File: src/intc_pkg.sv
package intc_pkg;

    // ****************************************
    // Register map
    // ****************************************
    localparam logic [7:0] FLAGS_OFFSET   = 8'h88;
    localparam logic [7:0] ENABLE_OFFSET  = 8'hA8;
    localparam logic [7:0] PRIO_OFFSET    = 8'hB8;
    localparam logic [7:0] CTRL_OFFSET    = 8'hC8;
    localparam logic [7:0] SERVICE_OFFSET = 8'hD0;

    localparam logic [7:0] FLAGS_RESET  = 8'h00;
    localparam logic [7:0] ENABLE_RESET = 8'h00;
    localparam logic [7:0] PRIO_RESET   = 8'h00;
    localparam logic [7:0] CTRL_RESET   = 8'h00;

    // ****************************************
    // Field positions
    // ****************************************
    localparam int GLOBAL_ENABLE_BIT = 7;
    localparam int NUM_SRC           = 6;
    localparam int FLAG_EXT0         = 0;
    localparam int FLAG_TIMER0       = 1;
    localparam int FLAG_EXT1         = 2;
    localparam int FLAG_TIMER1       = 3;
    localparam int FLAG_RX           = 4;
    localparam int FLAG_TX           = 5;
    localparam int FLAG_TIMER2       = 6;
    localparam int FLAG_RELOAD       = 7;
    localparam int CTRL_TRIG0        = 0;
    localparam int CTRL_TRIG1        = 1;
    localparam int CTRL_RELOAD_EN    = 2;

    // ****************************************
    // Machine cycle timing
    // ****************************************
    // One pclk per oscillator period
    localparam int         MC_PCLKS   = 12;
    localparam int         STATE5_PHASE2_COUNT = 9;
    localparam logic [1:0] CALL_MCS   = 2'h2;

    localparam logic [15:0] VECTOR_BASE = 16'h0003;
    localparam logic [15:0] VECTOR_STEP = 16'h0008;

    // ****************************************
    // Carriers
    // ****************************************
    typedef struct packed {
        logic instr_final;
        logic return_from_interrupt;
    } core_status_t;

    typedef struct packed {
        logic        active;
        logic        push_pc;
        logic [15:0] vector;
    } call_t;

    typedef struct packed {
        logic timer0_ovf;
        logic timer1_ovf;
        logic timer2_ovf;
        logic rx_done;
        logic tx_done;
    } src_events_t;

    typedef struct packed {
        logic       valid;
        logic       high;
        logic [2:0] idx;
    } pick_t;

    // ****************************************
    // Shared functions
    // ****************************************
    function automatic logic [NUM_SRC-1:0] src_of(input logic [7:0] f);
        src_of = {f[FLAG_TIMER2] | f[FLAG_RELOAD], f[FLAG_RX] | f[FLAG_TX],
                  f[FLAG_TIMER1], f[FLAG_EXT1], f[FLAG_TIMER0], f[FLAG_EXT0]};
    endfunction : src_of

    function automatic pick_t pick(input logic [NUM_SRC-1:0] pend,
                                   input logic [NUM_SRC-1:0] lvl);
        logic [NUM_SRC-1:0] hi;
        logic [NUM_SRC-1:0] use_set;
        pick      = '0;
        hi        = pend & lvl;
        pick.high = |hi;
        use_set   = pick.high ? hi : pend;
        for (int i = NUM_SRC - 1; i >= 0; i--) begin
            if (use_set[i]) begin
                pick.valid = 1'b1;
                pick.idx   = 3'(i);
            end
        end
    endfunction : pick

    function automatic logic [15:0] vector_of(input logic [2:0] idx);
        vector_of = VECTOR_BASE + VECTOR_STEP * {13'h0000, idx};
    endfunction : vector_of

endpackage : intc_pkg

File: src/pin_sync.sv
`timescale 1ns/100ps
module pin_sync
    import intc_pkg::*;
#(
    parameter int W = 1
) (
    // Clock and reset
    input  wire logic         pclk,
    input  wire logic         presetn,
    // Pins
    input  wire logic [W-1:0] pin,
    output logic      [W-1:0] level_q
);

    logic [W-1:0] s1_q;
    logic [W-1:0] s2_q;
    logic [W-1:0] s3_q;

    // Idle pins rest high
    always_ff @(posedge pclk or negedge presetn) begin
        if (!presetn) begin
            s1_q    <= '1;
            s2_q    <= '1;
            s3_q    <= '1;
            level_q <= '1;
        end else begin
            s1_q <= pin;
            s2_q <= s1_q;
            s3_q <= s2_q;
            for (int i = 0; i < W; i++) begin
                if (s2_q[i] == s3_q[i]) begin
                    level_q[i] <= s3_q[i];
                end
            end
        end
    end

endmodule : pin_sync

File: src/machine_cycle_timer.sv
`timescale 1ns/100ps
module machine_cycle_timer
    import intc_pkg::*;
(
    // Clock and reset
    input  wire logic pclk,
    input  wire logic presetn,
    // Phase pulses
    output logic      state5_phase2_q,
    output logic      mc_end_q
);

    logic [3:0] phase_q;

    always_ff @(posedge pclk or negedge presetn) begin
        if (!presetn) begin
            phase_q  <= 4'h0;
            state5_phase2_q   <= 1'b0;
            mc_end_q <= 1'b0;
        end else begin
            phase_q  <= (phase_q == 4'(MC_PCLKS - 1)) ? 4'h0 : phase_q + 4'h1;
            state5_phase2_q   <= (phase_q == 4'(STATE5_PHASE2_COUNT - 1));
            mc_end_q <= (phase_q == 4'(MC_PCLKS - 2));
        end
    end

endmodule : machine_cycle_timer

File: src/two_level_interrupt_controller.sv
// Contract
// - Priority register: one level bit per source, bits 7 and 6 read zero.
// - Level bit one selects high priority, zero selects low priority.
// - High preempts low; low never preempts low; nothing preempts high.
// - With mixed levels pending, the higher level request wins.
// - Equal level order: ext0, timer0, ext1, timer1, serial, timer2.
// - Request flags sit in one bit-addressable flag byte, set wins.
// - Flags captured at state5 phase2, polled the next machine cycle.
// - No call during equal/higher service, non-final cycle, return or enable/priority write.
// - After return or enable/priority write, one more instruction runs first.
// - Blocked requests are not remembered; each poll uses fresh captures.
// - Fixed vectors 0003h to 002Bh in steps of eight.
// - Call pushes program counter only, then loads the vector.
// - Vectoring clears external flags only in edge mode.
// - Return releases current level; plain return leaves it in service.
// - Trigger bit 0 gives low level request, 1 gives falling edge.
// - Timer2 reload flag set by pin falling edge only when enabled.
// - Hardware call lasts two machine cycles.
// - Single source latency stays above three and below nine cycles.
// - Higher request before C3 state5 phase2 vectors in C5 and C6.
// - Flags set regardless of enables; global enable gates all.
//
// The APB interface to the registers was chosen for this implementation.
`timescale 1ns/100ps
module two_level_interrupt_controller
    import intc_pkg::*;
(
    // Clock and reset
    input  wire logic         pclk,
    input  wire logic         presetn,
    // APB slave
    input  wire logic         psel,
    input  wire logic         penable,
    input  wire logic         pwrite,
    input  wire logic [7:0]   paddr,
    input  wire logic [31:0]  pwdata,
    output logic      [31:0]  prdata_q,
    output logic              pready_q,
    output logic              pslverr_q,
    // Request pins, active low
    input  wire logic         ext0_request_pin_n,
    input  wire logic         ext1_request_pin_n,
    input  wire logic         timer2_external_pin,
    // Peripheral events
    input  wire src_events_t  events,
    // Core handshake
    input  wire core_status_t core,
    output call_t             call_q
);

    // ****************************************
    // Machine cycle and pins
    // ****************************************
    logic       state5_phase2;
    logic       mc_end;
    logic [2:0] pins;

    machine_cycle_timer u_timer (
        .pclk     (pclk),
        .presetn  (presetn),
        .state5_phase2_q   (state5_phase2),
        .mc_end_q (mc_end)
    );

    pin_sync #(.W(3)) u_sync (
        .pclk    (pclk),
        .presetn (presetn),
        .pin     ({timer2_external_pin, ext1_request_pin_n, ext0_request_pin_n}),
        .level_q (pins)
    );

    // ****************************************
    // Registers
    // ****************************************
    logic [7:0] flags_q;
    logic [7:0] flags_d;
    logic [7:0] enable_q;
    logic [7:0] prio_q;
    logic [7:0] ctrl_q;
    logic [1:0] isv_q;
    logic [2:0] samp_q;
    logic [5:0] pend_q;
    logic [5:0] poll_q;
    logic       blk_q;
    logic [1:0] call_left_q;
    logic       bus_wr;
    logic       wr_gate;
    logic [2:0] fall;
    logic [7:0] hw_set;
    logic [7:0] hw_clr;
    pick_t      win;
    logic       blocked;
    logic       start_call;

    assign bus_wr  = psel & penable & pready_q & pwrite;
    assign wr_gate = bus_wr & ((paddr == ENABLE_OFFSET) | (paddr == PRIO_OFFSET));

    always_ff @(posedge pclk or negedge presetn) begin
        if (!presetn) begin
            enable_q <= ENABLE_RESET;
            prio_q   <= PRIO_RESET;
            ctrl_q   <= CTRL_RESET;
        end else if (bus_wr) begin
            if (paddr == ENABLE_OFFSET) begin
                enable_q <= {pwdata[7], 1'b0, pwdata[5:0]};
            end
            if (paddr == PRIO_OFFSET) begin
                prio_q <= {2'b00, pwdata[5:0]};
            end
            if (paddr == CTRL_OFFSET) begin
                ctrl_q <= {5'h00, pwdata[2:0]};
            end
        end
    end

    // ****************************************
    // APB slave
    // ****************************************
    // No wait state; read data registered in the setup cycle
    always_ff @(posedge pclk or negedge presetn) begin
        if (!presetn) begin
            pready_q  <= 1'b0;
            prdata_q  <= 32'h0000_0000;
            pslverr_q <= 1'b0;
        end else begin
            pready_q  <= psel & ~penable;
            pslverr_q <= 1'b0;
            if (psel & ~penable) begin
                case (paddr)
                    FLAGS_OFFSET:   prdata_q <= {24'h00_0000, flags_q};
                    ENABLE_OFFSET:  prdata_q <= {24'h00_0000, enable_q};
                    PRIO_OFFSET:    prdata_q <= {24'h00_0000, prio_q};
                    CTRL_OFFSET:    prdata_q <= {24'h00_0000, ctrl_q};
                    SERVICE_OFFSET: prdata_q <= {30'h0000_0000, isv_q};
                    default: begin
                        prdata_q  <= 32'h0000_0000;
                        pslverr_q <= 1'b1;
                    end
                endcase
            end
        end
    end

    // ****************************************
    // Request flags
    // ****************************************
    // Pins looked at only once per machine cycle
    always_ff @(posedge pclk or negedge presetn) begin
        if (!presetn) begin
            samp_q <= 3'h7;
        end else if (state5_phase2) begin
            samp_q <= pins;
        end
    end

    assign fall = {3{state5_phase2}} & samp_q & ~pins;

    always_comb begin
        hw_set = 8'h00;
        hw_clr = 8'h00;
        hw_set[FLAG_EXT0]   = fall[0] & ctrl_q[CTRL_TRIG0];
        hw_set[FLAG_EXT1]   = fall[1] & ctrl_q[CTRL_TRIG1];
        hw_set[FLAG_RELOAD] = fall[2] & ctrl_q[CTRL_RELOAD_EN];
        hw_set[FLAG_TIMER0] = events.timer0_ovf;
        hw_set[FLAG_TIMER1] = events.timer1_ovf;
        hw_set[FLAG_TIMER2] = events.timer2_ovf;
        hw_set[FLAG_RX]     = events.rx_done;
        hw_set[FLAG_TX]     = events.tx_done;
        hw_clr[FLAG_EXT0]   = start_call & (win.idx == 3'h0) & ctrl_q[CTRL_TRIG0];
        hw_clr[FLAG_EXT1]   = start_call & (win.idx == 3'h2) & ctrl_q[CTRL_TRIG1];
    end

    // Hardware set wins over any clear in the same cycle
    always_comb begin
        flags_d = flags_q;
        if (bus_wr && paddr == FLAGS_OFFSET) begin
            flags_d = pwdata[7:0];
        end
        flags_d = (flags_d & ~hw_clr) | hw_set;
        if (state5_phase2 && !ctrl_q[CTRL_TRIG0]) begin
            flags_d[FLAG_EXT0] = ~pins[0];
        end
        if (state5_phase2 && !ctrl_q[CTRL_TRIG1]) begin
            flags_d[FLAG_EXT1] = ~pins[1];
        end
    end

    always_ff @(posedge pclk or negedge presetn) begin
        if (!presetn) begin
            flags_q <= FLAGS_RESET;
        end else begin
            flags_q <= flags_d;
        end
    end

    // Fresh capture every cycle, nothing kept
    always_ff @(posedge pclk or negedge presetn) begin
        if (!presetn) begin
            pend_q <= 6'h00;
        end else if (state5_phase2) begin
            pend_q <= src_of(flags_d) & enable_q[5:0]
                      & {6{enable_q[GLOBAL_ENABLE_BIT]}};
        end
    end

    // Polled set is last cycle's capture, so a call never starts in the capture cycle
    always_ff @(posedge pclk or negedge presetn) begin
        if (!presetn) begin
            poll_q <= 6'h00;
        end else if (mc_end) begin
            poll_q <= pend_q;
        end
    end

    // ****************************************
    // Polling and blocking
    // ****************************************
    assign win     = pick(poll_q, prio_q[5:0]);
    assign blocked = blk_q | ~core.instr_final | (call_left_q == CALL_MCS)
                     | isv_q[1] | (isv_q[0] & ~win.high);
    assign start_call = mc_end & win.valid & ~blocked;

    // Clears at the end of the blocking instruction
    always_ff @(posedge pclk or negedge presetn) begin
        if (!presetn) begin
            blk_q <= 1'b0;
        end else if (core.return_from_interrupt | wr_gate) begin
            blk_q <= 1'b1;
        end else if (mc_end & core.instr_final) begin
            blk_q <= 1'b0;
        end
    end

    always_ff @(posedge pclk or negedge presetn) begin
        if (!presetn) begin
            isv_q <= 2'b00;
        end else begin
            if (core.return_from_interrupt) begin
                isv_q <= isv_q[1] ? {1'b0, isv_q[0]} : 2'b00;
            end
            if (start_call) begin
                isv_q[win.high] <= 1'b1;
            end
        end
    end

    // ****************************************
    // Hardware call
    // ****************************************
    always_ff @(posedge pclk or negedge presetn) begin
        if (!presetn) begin
            call_left_q <= 2'h0;
            call_q      <= '0;
        end else begin
            call_q.push_pc <= start_call;
            if (start_call) begin
                call_left_q   <= CALL_MCS;
                call_q.active <= 1'b1;
                call_q.vector <= vector_of(win.idx);
            end else if (mc_end && call_left_q != 2'h0) begin
                call_left_q   <= call_left_q - 2'h1;
                call_q.active <= (call_left_q != 2'h1);
            end
        end
    end

    // ****************************************
    // Checks
    // ****************************************
    logic [7:0] act_cnt_q;

    always_ff @(posedge pclk or negedge presetn) begin
        if (!presetn) begin
            act_cnt_q <= 8'h00;
        end else begin
            act_cnt_q <= call_q.active ? act_cnt_q + 8'h01 : 8'h00;
        end
    end

    a_prio_reserved: assert property (
        @(posedge pclk) disable iff (!presetn) prio_q[7:6] == 2'b00)
        else $error("priority reserved bits set");

    a_no_low_preempt: assert property (
        @(posedge pclk) disable iff (!presetn)
        start_call && !win.high |-> isv_q == 2'b00)
        else $error("low request preempted a routine");

    a_high_wins: assert property (
        @(posedge pclk) disable iff (!presetn)
        start_call && |(poll_q & prio_q[5:0]) |-> win.high && prio_q[win.idx])
        else $error("low level chosen over high level");

    a_call_length: assert property (
        @(posedge pclk) disable iff (!presetn)
        $fell(call_q.active) |-> $past(act_cnt_q) == 8'(2 * MC_PCLKS - 1))
        else $error("call not two machine cycles");

    a_vector_form: assert property (
        @(posedge pclk) disable iff (!presetn)
        $rose(call_q.active) |-> call_q.vector[2:0] == 3'h3
        && call_q.vector[15:6] == 10'h000 && call_q.vector[5:3] == $past(win.idx))
        else $error("bad vector address");

    a_call_gating: assert property (
        @(posedge pclk) disable iff (!presetn)
        start_call |-> !blk_q && core.instr_final && mc_end)
        else $error("call issued while blocked");

    a_edge_autoclr: assert property (
        @(posedge pclk) disable iff (!presetn)
        start_call && win.idx == 3'h0 && ctrl_q[CTRL_TRIG0] && !hw_set[FLAG_EXT0]
        |=> !flags_q[FLAG_EXT0])
        else $error("edge flag not cleared on vectoring");

    a_return_from_interrupt_release: assert property (
        @(posedge pclk) disable iff (!presetn)
        core.return_from_interrupt && !start_call && isv_q == 2'b11 |=> isv_q == 2'b01)
        else $error("return did not release the high level");

    a_global_gate: assert property (
        @(posedge pclk) disable iff (!presetn)
        state5_phase2 && !enable_q[GLOBAL_ENABLE_BIT] |=> pend_q == 6'h00)
        else $error("request passed with global enable clear");

    a_push_once: assert property (
        @(posedge pclk) disable iff (!presetn)
        call_q.push_pc |-> call_q.active ##1 !call_q.push_pc)
        else $error("push pulse malformed");

    a_poll_capture: assert property (
        @(posedge pclk) disable iff (!presetn)
        mc_end |=> poll_q == $past(pend_q))
        else $error("poll set not taken from capture");

    a_return_from_interrupt_blocks: assert property (
        @(posedge pclk) disable iff (!presetn)
        core.return_from_interrupt || wr_gate |=> !start_call)
        else $error("call right after return or write");

    a_call_on_cycle: assert property (
        @(posedge pclk) disable iff (!presetn)
        $rose(call_q.active) |-> $past(mc_end))
        else $error("call not started at cycle end");

endmodule : two_level_interrupt_controller

File: config.mk
export PLATFORM = sky130hd
export DESIGN_NAME = two_level_interrupt_controller
export DESIGN_NICKNAME = d
export VERILOG_FILES = /design/src/intc_pkg.sv /design/src/pin_sync.sv /design/src/machine_cycle_timer.sv /design/src/two_level_interrupt_controller.sv
export SDC_FILE = /design/constraint.sdc
export NUM_CORES = 1
export LEC_CHECK = 0
export BUFFER_PORTS_ARGS = -buffer_cell sky130_fd_sc_hd__buf_2
export CAP_MARGIN = 20
export CELL_PAD_IN_SITES_DETAIL_PLACEMENT = 2
export CELL_PAD_IN_SITES_GLOBAL_PLACEMENT = 2
export CORE_MARGIN = 2
export CORE_UTILIZATION = 33
export DETAILED_ROUTE_END_ITERATION = 8
export PLACE_DENSITY = 0.78
export SYNTH_ARGS = -nofsm -noshare
export SYNTH_HDL_FRONTEND = slang
export SYNTH_SLANG_ARGS = --single-unit
File: constraint.sdc
create_clock -name pclk -period 2.5 [get_ports pclk]
set_input_delay 0.5 -clock pclk [delete_from_list [all_inputs] [get_ports pclk]]
set_output_delay 0.5 -clock pclk [all_outputs]
set_load 0.05 [all_outputs]
-- After elaboration in Yosys (flattened, before gate mapping)
Index checks and enable logic that the tools add are counted.
- add/sub/neg operators: 3
- $lt $le $gt $ge: 2
- eq/ne operators: 14
- multiplexer cells: 31
- bitwise logic cells: 40
- reduce and logical (&&, ||, !) cells: 16
- operators by type and width (operator ; number):
    8-bit equality test (second input constant) ; 5
    8-bit case mux with 5 select lines ; 1
    6-bit AND ; 3
    3-bit two-way mux ; 6
    1-bit AND ; 16
    1-bit two-way mux ; 16
    4-bit equality test (second input constant) ; 3
    8-bit AND ; 1
    2-bit two-way mux ; 4
    8-bit two-way mux ; 1
    3-bit inverter with 8-bit output ; 1
    1-bit bitwise OR ; 8
    8-bit bitwise OR ; 1
    2-bit by 6-bit adder with 7-bit output (first input constant) ; 1
    3-bit AND ; 2
    6-bit two-way mux ; 1
    1-bit inverter ; 6
    2-bit AND reduction ; 3
    2-bit nonzero test ; 3
    6-bit OR reduction ; 1
    1-bit logical AND ; 5
    5-bit OR reduction ; 1
    4-bit by 1-bit adder with 4-bit output (second input constant) ; 1
    4-bit two-way mux ; 1
    12 further kinds ; 15
- bits in registers: 114
- input bits: 55
- output and inout port bits: 52
- word-level logic and storage cells: 131

-- Logic depth before layout (Yosys ltp)
- depth after elaboration: 19
- mapped depth: 7

-- By module
A second synthesis with hierarchy kept.
- cells, all modules: 347
- area, all modules: 3863.7 um^2
- by module, submodules not included (module ; times used ; cells an instance ; area each (um^2) ; sequential area each (um^2)):
    two_level_interrupt_controller ; 1 ; 311 ; 3260.6 ; 1505.2
    pin_sync ; 1 ; 15 ; 349.1 ; 315.3
    machine_cycle_timer ; 1 ; 21 ; 254.0 ; 150.1

-- Least setup slack after synthesis
OpenSTA, ideal clock, no wires.
- kind: input to register
- from: input port paddr[1]
- to: register enable_q[0]
- library setup time: 125 ps
- data arrival time: 2257 ps
- required time: 2375 ps
- path slack: 119 ps
- stages: 6
- path buffers: 2
- cells stage by stage: or4b_1 buf_2 or3_1 buf_2 nor3_4 mux2_2
- longest elaborated chain between the ends: 2
- RTL lines (element ; RTL line ; RTL):
    start: declaration ; two_level_interrupt_controller.sv:35 ; input wire logic [7:0] paddr,
    8-bit equality test ; two_level_interrupt_controller.sv:104 ; if (paddr == ENABLE_OFFSET) begin
    2-bit AND reduction (no source line) ; n/a ;
    end signal: assignment ; two_level_interrupt_controller.sv:105 ; enable_q <= {pwdata[7], 1'b0, pwdata[5:0]};
    end: declaration ; two_level_interrupt_controller.sv:77 ; logic [7:0] enable_q;
Every way passes these cells.
A chain may end at the register's enable or synchronous reset.

-- Worst setup path in the final report
- from: register poll_q[3]
- to: register call_q[3] (netlist bit)
- longest elaborated chain between the ends: 11
- elaborated cells on any way between the ends: 22
- those cells by class: add/sub (1); mux (13); bitwise (7); reduce/logical (1)
- RTL lines (element ; RTL line ; RTL):
    start: declaration ; two_level_interrupt_controller.sv:83 ; logic [5:0] poll_q;
    start signal: assignment ; two_level_interrupt_controller.sv:211 ; poll_q <= pend_q;
    parallel branches: the longest is 11 deep, another holds 2-bit by 6-bit adder with 7-bit output ; n/a ;
    end: declaration ; two_level_interrupt_controller.sv:48 ; output call_t call_q
Parallel ways; which one is timed is not known.

==> qor.yml <==
power_and_ir_drop:
  peakVddDrop_mv: 0.255
  p_per_area_nw_per_um2: 631
  p_leak_nw: 2.16
die:
  coreArea_um2: 11400
  die_h_um: 112
  die_w_um: 112
  pin_count: 107
  rows: 39
  start_util_pct: 33.8
  die_area_um2: 12500
synth:
  synth_top_area_cell: "dfrtp_1"
  async_flop_share_pct: 100
  ys.flop_type: "dfrtp_1"
  ys_seq_elements: 78
  syn_area_per_cell_um2: 11.1
  synth-edff-count: 0
  synth.area.top_cells: "dfrtp_1, dfstp_2, buf_4"
  synth_top_area_share_pct: 41.1
  yosys-top-cells-count: "dfrtp_1, buf_4, nand2_1"
  yosysWarnings: 0
  yosysSeqAreaShare_pct: 51.3
  syn_area_um2: 3840
  yosysMostFrequentCell: "dfrtp_1"
  synthDistinctLibCells: 56
  synthesis.instances: 345
critical_path:
  path_cells: "a222oi_1 -> and3_1 -> buf_4 -> a2111oi_2 -> o311ai_0 -> o22ai_1"
  critPathSlowestCell: "a2111oi_2"
  crit_buf_inv: 1
  max_stage_delay_ns: 0.59
  setup.worst_path.end_class: "flop"
  critPathLaunchType: "flop"
  path_class: "flop to flop"
  crit_fanout: 6
  cp.required_ns: 2.77
  worstPathArrival_ns: 2.50
  crit_family: "compound AO/OA/AOI/OAI gates"
drt:
  vias_per_cell: 5.06
  drt-initial-drc-count: 111
  routed_wl_um: 10500
  drc: 0
  drt-pass1-iter-count: 4
  wire_per_inst_um: 18.9
  vias: 2813
  postRouteAntennaNets: 0
timing:
  fin_skew_ns: 0.0115
  fin_setup_tns_ns: 0
  setup_ws_ns: 0.263
  min_period_over_period_pct: 89.5
  slew_headroom_pct: 61.7
  hold_viol: 0
  final_max_slew_viol_count: 0
  tightest_slew_ns: 0.574
  rsz0062_at_grt: "false"
  max_freq_mhz: 447
  final.min_clock_period_ns: 2.24
  setup-violations-final: 0
clock_network:
  htree_levels: 3
  clk_pin_slew_ns: 0.07
  cts_setup_buffers: 0
  clock_sinks: 78
  root_buffer: "clkbuf_16"
  cts_hold_buf: 0
  cts_tree: "yes"
  post_cts_resized: 0
  cts_buffer_depth: 2
  clock_latency_ns: 0.35
  cts_made_buffers: 9
placement:
  place_area_um2: 4240
  hpwl_um: 7770
  routabilityCongestion: 0.798
  port_buffers: 47
  pre_cts_ws_ns: -0.00994
final_layout:
  n_fill_cell: 1208
  stdcell_area_um2: 4530
  antennaDiodeCount: 0
  final_core_util_pct: 39.8
  syn2layout_area_growth_pct: 17.9
  drive_gt1_share_pct: 31.7
  nets: 469
global_route:
  grtUsageTotal_pct: 17.8
  grt_overflow: 0
  grt_pass1_vias: 3163
  grt_first_pass_wirelength_um: 17200
  grt_max_degree: 48
  antenna_found_initial: 0
min_path:
  hold_class: "input port to async pin"
outcome:
  outcome: "complete, no violations"
run:
  max-cap-violations: 0
==> worst paths after layout <==
kind	from	end	slack [ns]	cells after the start
max	poll_q[3]$_DFFE_PN0P_	call_q[3]$_DFFE_PN0P_	0.26	6
min	presetn	prdata_q[4]$_DFFE_PN0P_	0.09	1
max reg2reg	poll_q[3]$_DFFE_PN0P_	call_q[3]$_DFFE_PN0P_	0.26	6
min reg2reg	u_sync.s1_q[2]$_DFF_PN1_	u_sync.s2_q[2]$_DFF_PN1_	0.36	0
max in group asynchronous	presetn	u_sync.s1_q[0]$_DFF_PN1_	1.73	2
min in group pclk	timer2_external_pin	u_sync.s1_q[2]$_DFF_PN1_	0.25	1
==> layout make-up <==
class	count	area, um2	share of cell area (%)
Clock inverter	7	58.8	1.30
Inverter	15	56.3	1.24
Timing Repair Buffer	65	410	9.07
Clock buffer	9	225	4.98
Multi-Input combinational cell	239	1630	35.9
Tap cell	143	179	3.95
Sequential cell	78	1970	43.5
==> kinds of logic after synthesis <==
| logic type | synth area share, % |
|---|---|
| AOI/OAI and AO/OA | 13.7 |
| xor gates and xnor gates | 0.228 |
| adders and majority gates | 2.74 |
| buffers and inverters | 9.64 |
| DFF | 51.3 |
| muxes | 10.1 |
| other | 0.0977 |
| and+or+nand+nor | 12.2 |
==> per-stage QoR <==
step / std cells / power, mW / hold WS, ns
3_5_place_dp: 540 / 1.61 / 0.349
3_3_place_gp: 540 / 1.60 / 0.346
5_1_grt: 556 / 2.97 / 0.120
2_1_floorplan: 379 / 1.56 / 0.204
4_1_cts: 556 / 2.90 / 0.105
6_report: 556 / 2.86 / 0.0918
==> cell usage in the layout (no fill, tap or decap), drive strengths merged, types with 2 or more instances in the layout <==
| cell type | count |
|---|---|
| o211ai | 2 |
| clkbuf | 9 |
| o22ai | 3 |
| mux2 | 23 |
| nand3 | 5 |
| nor2b | 5 |
| ha | 6 |
| and3 | 2 |
| o21a | 2 |
| nand2b | 5 |
| nor2 | 21 |
| a222oi | 3 |
| mux2i | 13 |
| maj3 | 3 |
| conb | 35 |
| dfrtp | 63 |
| clkinv | 4 |
| o2111ai | 2 |
| inv | 17 |
| a21oi | 8 |
| a31oi | 4 |
| a21o | 5 |
| o21ai | 17 |
| dfstp | 15 |
| and2 | 4 |
| a22o | 3 |
| a221oi | 3 |
| a211o | 5 |
| or3 | 2 |
| nor3 | 4 |
| or2 | 4 |
| nand3b | 2 |
| a22oi | 4 |
| buf | 65 |
| nand2 | 25 |
| a41o | 4 |
==> worst reg2reg max path: stages, from the launching register on <==
cell       delay, ns
dfrtp_1         0.45
a222oi_1        0.19
and3_1          0.25
buf_4           0.18
a2111oi_2       0.59
o311ai_0        0.31
o22ai_1         0.18
==> layer usage <==
metal	vias up	global-route usage, %	share of wire (%)
li1	1288	-	-
met1	1445	21.0	42
met2	65	31.5	52
met3	15	3.76	3.9
met4	0	7.33	1.9
met5	-	0	0
==> state kept, by name (all words and copies together) (netlist names), 2 cells and up <==
register and count:
poll_q 6, prio_q 6, u_sync.s3_q 3, u_sync.s1_q 3, u_timer.phase_q 4, samp_q 3, call_q 6, u_sync.s2_q 3
u_sync.level_q 3, flags_q 8, call_left_q 2, ctrl_q 3, prdata_q 8, isv_q 2, enable_q 7, pend_q 6
==> where the power goes <==
group / internal (mW) / switching (mW) / leakage (nW)
clock network: 0.687 / 0.581 / 0.138
registers: 1.30 / 0.0187 / 0.982
logic: 0.0529 / 0.214 / 1.04
(Power assumes the default switching activity.)
